**src/slw_pkg.sv**
```systemverilog
package slw_pkg;

  // ---------------------------------------------------------------
  // Register map (byte addresses)
  // ---------------------------------------------------------------
  localparam logic [7:0] CTRL_OFS = 8'h00;
  localparam logic [7:0] STATUS_OFS = 8'h04;
  localparam logic [7:0] RESULT_OFS = 8'h08;

  // Control field positions
  localparam int START_SEL_BIT = 0;
  localparam int STOP_SEL_BIT = 1;
  localparam int MANUAL_EN_BIT = 2;
  localparam int BYTE_SRC_BIT = 3;
  localparam int RATE_LSB = 4;
  localparam int DIV_LSB = 6;
  localparam int ENABLE_BIT = 8;
  localparam logic [8:0] CTRL_RST = 9'h100;

  // Status field positions
  localparam int ST_IDLE_BIT = 0;
  localparam int ST_RUN_BIT = 1;
  localparam int ST_HOLD_BIT = 2;
  localparam int ST_PIN_BIT = 3;
  localparam int ST_SAT_BIT = 4;

  // ---------------------------------------------------------------
  // Comma characters and counter range
  // ---------------------------------------------------------------
  localparam logic [7:0] K28_1 = 8'h3C;
  localparam logic [7:0] K28_5 = 8'hBC;
  localparam logic [7:0] K28_7 = 8'hFC;
  localparam int CNT_W = 20;
  localparam logic [19:0] CNT_MAX = 20'hF_FFFF;
  localparam logic [19:0] CNT_ZERO = 20'h0_0000;
  localparam logic [19:0] CNT_ONE = 20'h0_0001;

  // ---------------------------------------------------------------
  // Measurement clock dividers (terminal counts, value minus one)
  // ---------------------------------------------------------------
  localparam int DIV_W = 5;
  localparam logic [4:0] RATE_FULL_TC = 5'h07;
  localparam logic [4:0] RATE_HALF_TC = 5'h03;
  localparam logic [4:0] RATE_QUARTER_TC = 5'h01;
  localparam logic [4:0] RATE_EIGHTH_TC = 5'h00;
  localparam logic [4:0] USER_DIV1_TC = 5'h00;
  localparam logic [4:0] USER_DIV2_TC = 5'h01;
  localparam logic [4:0] USER_DIV4_TC = 5'h03;
  localparam logic [4:0] USER_DIV8_TC = 5'h07;
  localparam logic [4:0] BYTE_TC = 5'h13;
  localparam logic [4:0] DIV_ZERO = 5'h00;
  localparam logic [4:0] DIV_ONE = 5'h01;

  // Serializer rate modes
  typedef enum logic [1:0] {
    RATE_FULL = 2'h0,
    RATE_HALF = 2'h1,
    RATE_QUARTER = 2'h2,
    RATE_EIGHTH = 2'h3
  } slw_rate_e;

  // One symbol observed at a datapath monitor point
  typedef struct packed {
    logic valid;
    logic ctrl;
    logic [7:0] data;
  } slw_sym_s;

endpackage

```
**src/slw_meas_clk.sv**
```systemverilog
`timescale 1ns/10ps
module slw_meas_clk (
  input wire logic clk,
  input wire logic rst_n,
  input wire logic bit_tick,
  input wire slw_pkg::slw_rate_e rate_mode,
  input wire logic [1:0] div_sel,
  input wire logic byte_src,
  output logic meas_tick
);

  logic [4:0] rate_cnt_q;
  logic [4:0] user_cnt_q;
  logic [4:0] byte_cnt_q;
  logic [4:0] rate_tc;
  logic [4:0] user_tc;
  logic hs_tick;
  logic hs_div_tick;
  logic byte_tick;

  // --------------------------------------------------------------
  // Divide selection
  // --------------------------------------------------------------
  // Bit-rate divisor follows the serializer rate mode
  always_comb begin
    unique case (rate_mode)
      slw_pkg::RATE_FULL: rate_tc = slw_pkg::RATE_FULL_TC;
      slw_pkg::RATE_HALF: rate_tc = slw_pkg::RATE_HALF_TC;
      slw_pkg::RATE_QUARTER: rate_tc = slw_pkg::RATE_QUARTER_TC;
      slw_pkg::RATE_EIGHTH: rate_tc = slw_pkg::RATE_EIGHTH_TC;
    endcase
  end

  // User post-divider 1, 2, 4 or 8
  always_comb begin
    unique case (div_sel)
      2'h0: user_tc = slw_pkg::USER_DIV1_TC;
      2'h1: user_tc = slw_pkg::USER_DIV2_TC;
      2'h2: user_tc = slw_pkg::USER_DIV4_TC;
      2'h3: user_tc = slw_pkg::USER_DIV8_TC;
    endcase
  end

  assign hs_tick = bit_tick && (rate_cnt_q >= rate_tc);
  assign hs_div_tick = hs_tick && (user_cnt_q >= user_tc);
  assign byte_tick = bit_tick && (byte_cnt_q >= slw_pkg::BYTE_TC);

  // --------------------------------------------------------------
  // Counters
  // --------------------------------------------------------------
  // Rate-mode prescaler on serial bit ticks
  always_ff @(posedge clk or negedge rst_n) begin
    if (!rst_n) begin
      rate_cnt_q <= slw_pkg::DIV_ZERO;
    end else if (hs_tick) begin
      rate_cnt_q <= slw_pkg::DIV_ZERO;
    end else if (bit_tick) begin
      rate_cnt_q <= rate_cnt_q + slw_pkg::DIV_ONE;
    end
  end

  // User divider on the high speed measurement clock
  always_ff @(posedge clk or negedge rst_n) begin
    if (!rst_n) begin
      user_cnt_q <= slw_pkg::DIV_ZERO;
    end else if (hs_div_tick) begin
      user_cnt_q <= slw_pkg::DIV_ZERO;
    end else if (hs_tick) begin
      user_cnt_q <= user_cnt_q + slw_pkg::DIV_ONE;
    end
  end

  // Recovered byte clock, one tick per twenty bits
  always_ff @(posedge clk or negedge rst_n) begin
    if (!rst_n) begin
      byte_cnt_q <= slw_pkg::DIV_ZERO;
    end else if (byte_tick) begin
      byte_cnt_q <= slw_pkg::DIV_ZERO;
    end else if (bit_tick) begin
      byte_cnt_q <= byte_cnt_q + slw_pkg::DIV_ONE;
    end
  end

  // Registered measurement tick from the chosen source
  always_ff @(posedge clk or negedge rst_n) begin
    if (!rst_n) begin
      meas_tick <= 1'h0;
    end else begin
      meas_tick <= byte_src ? byte_tick : hs_div_tick;
    end
  end

endmodule

```
**src/slw_stopwatch.sv**
```systemverilog
// Function
// - Two start and two stop points, selectable.
// - Time from start comma to stop comma.
// - Commas are K28.1, K28.5, K28.7 only.
// - First start comma starts; later ones ignored.
// - First stop comma halts and freezes count.
// - Result is 20 bits, readable by management.
// - Overrange result saturates at 0xFFFFF.
// - One result kept until management reads it.
// - Never started means result reads zero.
// - Optional manual start/stop from pin level.
// - Full rate: bit rate divided by 8.
// - Half /4, quarter /2, eighth /1.
// - Register divides measurement clock by 1/2/4/8 (here only the rate-mode clock; the byte clock is not divided).
// - Alternative source: recovered byte clock, bit/20.
// - Count accurate to one measurement clock period.
//
// Decided for this implementation: the Wishbone slave port and the address map.
`timescale 1ns/10ps
module slw_stopwatch (
  input wire logic clk,
  input wire logic rst_n,
  // Wishbone classic slave
  input wire logic wb_cyc_i,
  input wire logic wb_stb_i,
  input wire logic wb_we_i,
  input wire logic [7:0] wb_adr_i,
  input wire logic [3:0] wb_sel_i,
  input wire logic [31:0] wb_dat_i,
  output logic [31:0] wb_dat_o,
  output logic wb_ack_o,
  // Datapath monitor points
  input wire slw_pkg::slw_sym_s start_pt_a,
  input wire slw_pkg::slw_sym_s start_pt_b,
  input wire slw_pkg::slw_sym_s stop_pt_a,
  input wire slw_pkg::slw_sym_s stop_pt_b,
  // Serial bit time tick from the serializer
  input wire logic bit_tick,
  // Manual start/stop pin, asynchronous
  input wire logic manual_stopwatch_pin
);

  // ---------------------------------------------------------------
  // Declarations
  // ---------------------------------------------------------------
  typedef enum logic [2:0] {
    SLW_ARMED = 3'b001,
    SLW_RUN = 3'b010,
    SLW_HOLD = 3'b100
  } slw_state_e;

  slw_state_e state_q;
  slw_state_e state_d;
  logic [8:0] ctrl_q;
  logic [19:0] cnt_q;
  logic [19:0] result_q;
  logic pin_meta_q;
  logic pin_sync_q;
  logic pin_prev_q;
  logic meas_tick;
  logic [1:0] start_hit;
  logic [1:0] stop_hit;
  logic start_ev;
  logic stop_ev;
  logic manual_rise;
  logic manual_fall;
  logic bus_req;
  logic bus_wr;
  logic bus_rd;
  logic result_rd;
  logic release_ev;
  logic saturated;
  slw_pkg::slw_sym_s start_pts [2];
  slw_pkg::slw_sym_s stop_pts [2];

  // ---------------------------------------------------------------
  // Measurement clock generation
  // ---------------------------------------------------------------
  // Tick generator covers rate mode, user divide and byte clock
  slw_meas_clk u_meas_clk (
    .clk(clk),
    .rst_n(rst_n),
    .bit_tick(bit_tick),
    .rate_mode(slw_pkg::slw_rate_e'(ctrl_q[slw_pkg::RATE_LSB +: 2])),
    .div_sel(ctrl_q[slw_pkg::DIV_LSB +: 2]),
    .byte_src(ctrl_q[slw_pkg::BYTE_SRC_BIT]),
    .meas_tick(meas_tick)
  );

  // ---------------------------------------------------------------
  // Comma detection
  // ---------------------------------------------------------------
  // Gather the monitor points into small arrays
  assign start_pts[0] = start_pt_a;
  assign start_pts[1] = start_pt_b;
  assign stop_pts[0] = stop_pt_a;
  assign stop_pts[1] = stop_pt_b;

  // Per-point comma match against the three monitored characters
  for (genvar i = 0; i < 2; i++) begin : g_pt
    assign start_hit[i] = start_pts[i].valid && start_pts[i].ctrl &&
      (start_pts[i].data == slw_pkg::K28_1 ||
       start_pts[i].data == slw_pkg::K28_5 ||
       start_pts[i].data == slw_pkg::K28_7);
    assign stop_hit[i] = stop_pts[i].valid && stop_pts[i].ctrl &&
      (stop_pts[i].data == slw_pkg::K28_1 ||
       stop_pts[i].data == slw_pkg::K28_5 ||
       stop_pts[i].data == slw_pkg::K28_7);
  end

  // ---------------------------------------------------------------
  // Manual pin synchroniser
  // ---------------------------------------------------------------
  // Two flops, then a delayed copy for edge detection
  always_ff @(posedge clk or negedge rst_n) begin
    if (!rst_n) begin
      pin_meta_q <= 1'h0;
      pin_sync_q <= 1'h0;
      pin_prev_q <= 1'h0;
    end else begin
      pin_meta_q <= manual_stopwatch_pin;
      pin_sync_q <= pin_meta_q;
      pin_prev_q <= pin_sync_q;
    end
  end

  assign manual_rise = pin_sync_q && !pin_prev_q;
  assign manual_fall = !pin_sync_q && pin_prev_q;

  // Start and stop events from the chosen source
  always_comb begin
    if (!ctrl_q[slw_pkg::ENABLE_BIT]) begin
      start_ev = 1'h0;
      stop_ev = 1'h0;
    end else if (ctrl_q[slw_pkg::MANUAL_EN_BIT]) begin
      start_ev = manual_rise;
      stop_ev = manual_fall;
    end else begin
      start_ev = start_hit[ctrl_q[slw_pkg::START_SEL_BIT]];
      stop_ev = stop_hit[ctrl_q[slw_pkg::STOP_SEL_BIT]];
    end
  end

  // ---------------------------------------------------------------
  // Wishbone decode
  // ---------------------------------------------------------------
  assign bus_req = wb_cyc_i && wb_stb_i && !wb_ack_o;
  assign bus_wr = bus_req && wb_we_i;
  assign bus_rd = bus_req && !wb_we_i;
  assign result_rd = bus_rd && (wb_adr_i == slw_pkg::RESULT_OFS);
  assign release_ev = result_rd && (state_q == SLW_HOLD);
  assign saturated = (result_q == slw_pkg::CNT_MAX);

  // Acknowledge one cycle after the request is seen
  always_ff @(posedge clk or negedge rst_n) begin
    if (!rst_n) begin
      wb_ack_o <= 1'h0;
    end else begin
      wb_ack_o <= bus_req;
    end
  end

  // Control register, byte lane 0 and lane 1
  always_ff @(posedge clk or negedge rst_n) begin
    if (!rst_n) begin
      ctrl_q <= slw_pkg::CTRL_RST;
    end else if (bus_wr && wb_adr_i == slw_pkg::CTRL_OFS) begin
      if (wb_sel_i[0]) begin
        ctrl_q[7:0] <= wb_dat_i[7:0];
      end
      if (wb_sel_i[1]) begin
        ctrl_q[slw_pkg::ENABLE_BIT] <= wb_dat_i[slw_pkg::ENABLE_BIT];
      end
    end
  end

  // Read data mux, registered with the acknowledge
  always_ff @(posedge clk or negedge rst_n) begin
    if (!rst_n) begin
      wb_dat_o <= 32'h0000_0000;
    end else if (bus_rd) begin
      unique case (wb_adr_i)
        slw_pkg::CTRL_OFS: begin
          wb_dat_o <= {23'h00_0000, ctrl_q};
        end
        slw_pkg::STATUS_OFS: begin
          wb_dat_o <= {27'h000_0000, saturated, pin_sync_q,
                       state_q == SLW_HOLD, state_q == SLW_RUN,
                       state_q == SLW_ARMED};
        end
        slw_pkg::RESULT_OFS: begin
          wb_dat_o <= {12'h000, result_q};
        end
        default: begin
          wb_dat_o <= 32'h0000_0000;
        end
      endcase
    end else begin
      wb_dat_o <= 32'h0000_0000;
    end
  end

  // ---------------------------------------------------------------
  // Stopwatch sequencer
  // ---------------------------------------------------------------
  // Armed waits for a start, run waits for a stop, hold waits
  // for the result read
  always_comb begin
    state_d = state_q;
    unique case (state_q)
      SLW_ARMED: begin
        if (start_ev) begin
          state_d = SLW_RUN;
        end
      end
      SLW_RUN: begin
        if (stop_ev) begin
          state_d = SLW_HOLD;
        end
      end
      SLW_HOLD: begin
        if (release_ev) begin
          // A start in the release cycle is not lost
          state_d = start_ev ? SLW_RUN : SLW_ARMED;
        end
      end
      default: begin
        state_d = SLW_ARMED;
      end
    endcase
  end

  always_ff @(posedge clk or negedge rst_n) begin
    if (!rst_n) begin
      state_q <= SLW_ARMED;
    end else begin
      state_q <= state_d;
    end
  end

  // Elapsed counter, cleared on start, saturating while running
  always_ff @(posedge clk or negedge rst_n) begin
    if (!rst_n) begin
      cnt_q <= slw_pkg::CNT_ZERO;
    end else if (state_q != SLW_RUN && state_d == SLW_RUN) begin
      cnt_q <= slw_pkg::CNT_ZERO;
    end else if (state_q == SLW_RUN && meas_tick) begin
      if (cnt_q != slw_pkg::CNT_MAX) begin
        cnt_q <= cnt_q + slw_pkg::CNT_ONE;
      end
    end
  end

  // Held result, written once per measurement
  always_ff @(posedge clk or negedge rst_n) begin
    if (!rst_n) begin
      result_q <= slw_pkg::CNT_ZERO;
    end else if (state_q == SLW_RUN && stop_ev) begin
      // Count reaches the result whole, in one edge
      result_q <= cnt_q;
    end else if (release_ev) begin
      result_q <= slw_pkg::CNT_ZERO;
    end
  end

endmodule

```
**config.mk**
```make
export PLATFORM = sky130hd
export DESIGN_NAME = slw_stopwatch
export DESIGN_NICKNAME = d
export VERILOG_FILES = /design/src/slw_pkg.sv /design/src/slw_meas_clk.sv /design/src/slw_stopwatch.sv
export SDC_FILE = /design/constraint.sdc
export NUM_CORES = 1
export LEC_CHECK = 0
export ABC_AREA = 1
export BUFFER_PORTS_ARGS = -buffer_cell sky130_fd_sc_hd__buf_2
export CORE_ASPECT_RATIO = 1.1
export CORE_MARGIN = 2
export CORE_UTILIZATION = 50
export DETAILED_ROUTE_END_ITERATION = 10
export PLACE_DENSITY_LB_ADDON = 0.12
export SLEW_MARGIN = 20
export SYNTH_ARGS = -nofsm -noshare
export SYNTH_HDL_FRONTEND = slang
export SYNTH_SLANG_ARGS = --single-unit
```
**constraint.sdc**
```tcl
create_clock -name clk -period 3 [get_ports clk]
set_input_delay 0.6 -clock clk [delete_from_list [all_inputs] [get_ports clk]]
set_output_delay 0.6 -clock clk [all_outputs]
set_load 0.02 [all_outputs]
```
==> summary.txt <==
Post-DR wirelength/cell: 12.56 um
Crit Path Category: register to register
# H-tree levels: 3
Min Tclk post-route: 2.215 ns
Gr ovfl total: 0
Initial Utilization: 0.5089
Internal power: 0.001743 W
Largest cells by area after synthesis: dfrtp_1, nand2_1, nand3_1
Routed WL: 10570 um
Mapped Area: 4960 um2
Clk_lat worst skew: 0.36 ns
Unique masters post-synth: 37
CTS root buffer: clkbuf_8
RR Endpoint: cnt_q[14]$_DFFE_PN0P_
I/O Pins: 124
Fin util: 0.5761
Period utilization: 0.7383
Syn Inst Count: 635
Reg power frac: 0.563
Layout cells sized above 1: 0.1748
Placer congestion estimate: 0.8336
Max FO, Critical Path: 19
Synth-to-layout area growth: 13.22%
Slew HR: 0.5089
Overall power: 0.002434 W
Post-cts resize count: 0
Initial antenna violation count: 0
Share of the synthesized area in the top cell type: 0.4541
Post-CTS setup buffer count: 0
Maximum vdd drop: 0.2323 mV
Slowest cell on crit path: dfrtp_1
Placed Instance Area: 5439 um2
Gr usage total: 0.2091
Slew Viols, Final: 0
Final TNS setup: 0 ns
Antenna-violating nets left: 0
WP data arrival: 2.46 ns
Final Cell Area: 5615 um2
Dpl hpwl: 7838 um
DR pass1 iterations: 5
Highest clock rate: 0.4515 GHz
Commonest cells after routing, fill and taps aside: nand2_1, inv_1, dfrtp_1, nand3_1, buf_2
Remaining DRCs: 0
Total CTS buffers: 9
Net Sw Frac: 0.2841
Average vias per placed instance: 5.049
Final hold slack: 0.2109 ns
Largest net degree at the start of global routing: 51
Commonest non-fill, non-tap cell in the layout: nand2_1
Cell taking the most area after synthesis: dfrtp_1
CTS tree: yes
Pwr per Cell Area: 433.4 nW/um2
Die Width: 98.96 um
RSZ-0062 raised after global routing: no
Longest Clk Path Bufs: 2
Row cnt: 38
Die area: 10730 um2
# diodes: 0
Max-cap viol count: 0
Core Region: 9747 um2
Leakage: 3.178 nW
Initial DRC count: 152
Critical Path Max Stage Delay: 0.47 ns
Worst-path cell chain: ha_1 > nand3_2 > nor2_4 > nand4_2 > o21ai_2 > inv_2 > nand3_1 > nand2_1
Syn. warnings: 0
Post-CTS Hold Fix Bufs: 0
Avg Inst Size Synth: 7.811 um2
Net Switching: 0.0006914 W
First-pass GRT wire length: 18250 um
Crit end category: register
Setup Viol. Count Final: 0
Hold Path Class: input pin to async pin
CP required: 3.25 ns
Register area share after synthesis: 0.4647
Port bufs: 86
Die extent in y: 108.5 um
Post-synthesis register bit count: 92
RR Startpoint: cnt_q[0]$_DFFE_PN0P_
Slew @ Worst Pin: 0.7346 ns
CTS Sinks: 92
Vias in the first global route: 4007
Comb pwr share: 0.127
Clk pwr share: 0.309
Clk_skew: 0.01256 ns
Reg2reg path depth: 8
Final Hold Fails: 0
CP startpoint kind: register
Layout Nets: 817
Vias: 4246
Status: finished clean
Reg2Reg Setup Slack: 0.79 ns
Clock transition at path regs: 0.10 ns
logic make-up after synthesis:
family | share of synthesized area
simple gates | 0.3189
buf+inv | 0.1181
flops | 0.4647
compound gates | 0.03885
xor+xnor | 0.03355
fa+ha+maj | 0.02523
other cells | 0.0007561
registers in the layout, summed over array words and instances (netlist names):
register               flops
cnt_q                     20
result_q                  20
wb_dat_o                  20
ctrl_q                     9
u_meas_clk.byte_cnt_q      5
u_meas_clk.rate_cnt_q      5
u_meas_clk.user_cnt_q      5
state_q                    3
pin_meta_q                 1
pin_prev_q                 1
pin_sync_q                 1
u_meas_clk.meas_tick       1
wb_ack_o                   1
per-layer routing:
layer | track usage | share of wire
met2 | 0.3591 | 0.49
met3 | 0.04008 | 0.044
met1 | 0.2772 | 0.46
met5 | 0 | 0
met4 | 0.04403 | 0.0086
cell usage after synthesis:
cell type	number
o21ai_0	15
conb_1	1
a21boi_0	1
nand2_1	146
nand3b_1	2
nand4_2	1
nand3_2	4
clkbuf_1	11
buf_12	1
xor2_1	16
buf_2	5
nor2_1	63
dfstp_2	2
and3_1	1
buf_1	4
buf_6	3
dfrtp_1	90
xnor2_1	3
nor3_2	1
o21bai_1	1
ha_1	10
nor4_1	1
nor3_1	7
a31oi_1	1
a21oi_1	6
o21a_1	2
nand4_1	32
inv_2	1
inv_1	95
nor2_4	2
a22o_1	4
o21ai_2	1
o31ai_1	1
buf_4	12
nand3_1	86
or2_2	2
nor2_2	1
through the flow:
| stage | setup slack [ns] | std cells |
|---|---|---|
| 6_report | 0.7851 | 841 |
| 5_1_grt | 0.5437 | 841 |
| 4_1_cts | 0.7542 | 841 |
| 3_5_place_dp | 0.7704 | 825 |
| 3_3_place_gp | 0.7697 | 825 |
| 2_1_floorplan | 1.271 | 646 |
how the worst max path moves through the flow:
stage | from | endpoint | slack [ns] | depth (start not counted)
global placement | wb_adr_i[1] | cnt_q[11]$_DFFE_PN0P_ | 0.77 | 12
global route | cnt_q[0]$_DFFE_PN0P_ | cnt_q[0]$_DFFE_PN0P_ | 0.54 | 8
finish | cnt_q[0]$_DFFE_PN0P_ | cnt_q[14]$_DFFE_PN0P_ | 0.79 | 8
detailed placement | wb_adr_i[1] | cnt_q[13]$_DFFE_PN0P_ | 0.77 | 12
CTS | cnt_q[0]$_DFFE_PN0P_ | cnt_q[14]$_DFFE_PN0P_ | 0.75 | 8
floorplan | ctrl_q[7]$_DFFE_PN0P_ | u_meas_clk.meas_tick$_DFF_PN0_ | 1.27 | 7
critical path, delay by kind of cell, from the launching register on:
kind | cells | cell delay (ns)
and+or+nand+nor | 5 | 0.64
DFF | 1 | 0.47
AOI/OAI and AO/OA | 1 | 0.40
adders and majority gates | 1 | 0.33
buffers and inverters | 1 | 0.27
cell type report:
type                    count  area, um2
clock buffers               9      123.9
inverters                  96      360.3
multi-input cells         422       2111
fillers                   960       4131
well taps                 120      150.1
repair buffers             95      513.0
clock inverters             7      52.55
flip-flops and latches     92       2305
power groups by stage:
stage          sequential, W  clock (W)  combinational, W
6_report             0.00137   0.000752          0.000310
5_1_grt              0.00138   0.000822          0.000371
4_1_cts              0.00137   0.000775          0.000317
3_5_place_dp         0.00140          0          0.000315
3_3_place_gp         0.00139          0          0.000299
2_1_floorplan        0.00138          0          0.000216
Note: power is estimated with default switching activity, not from simulation.
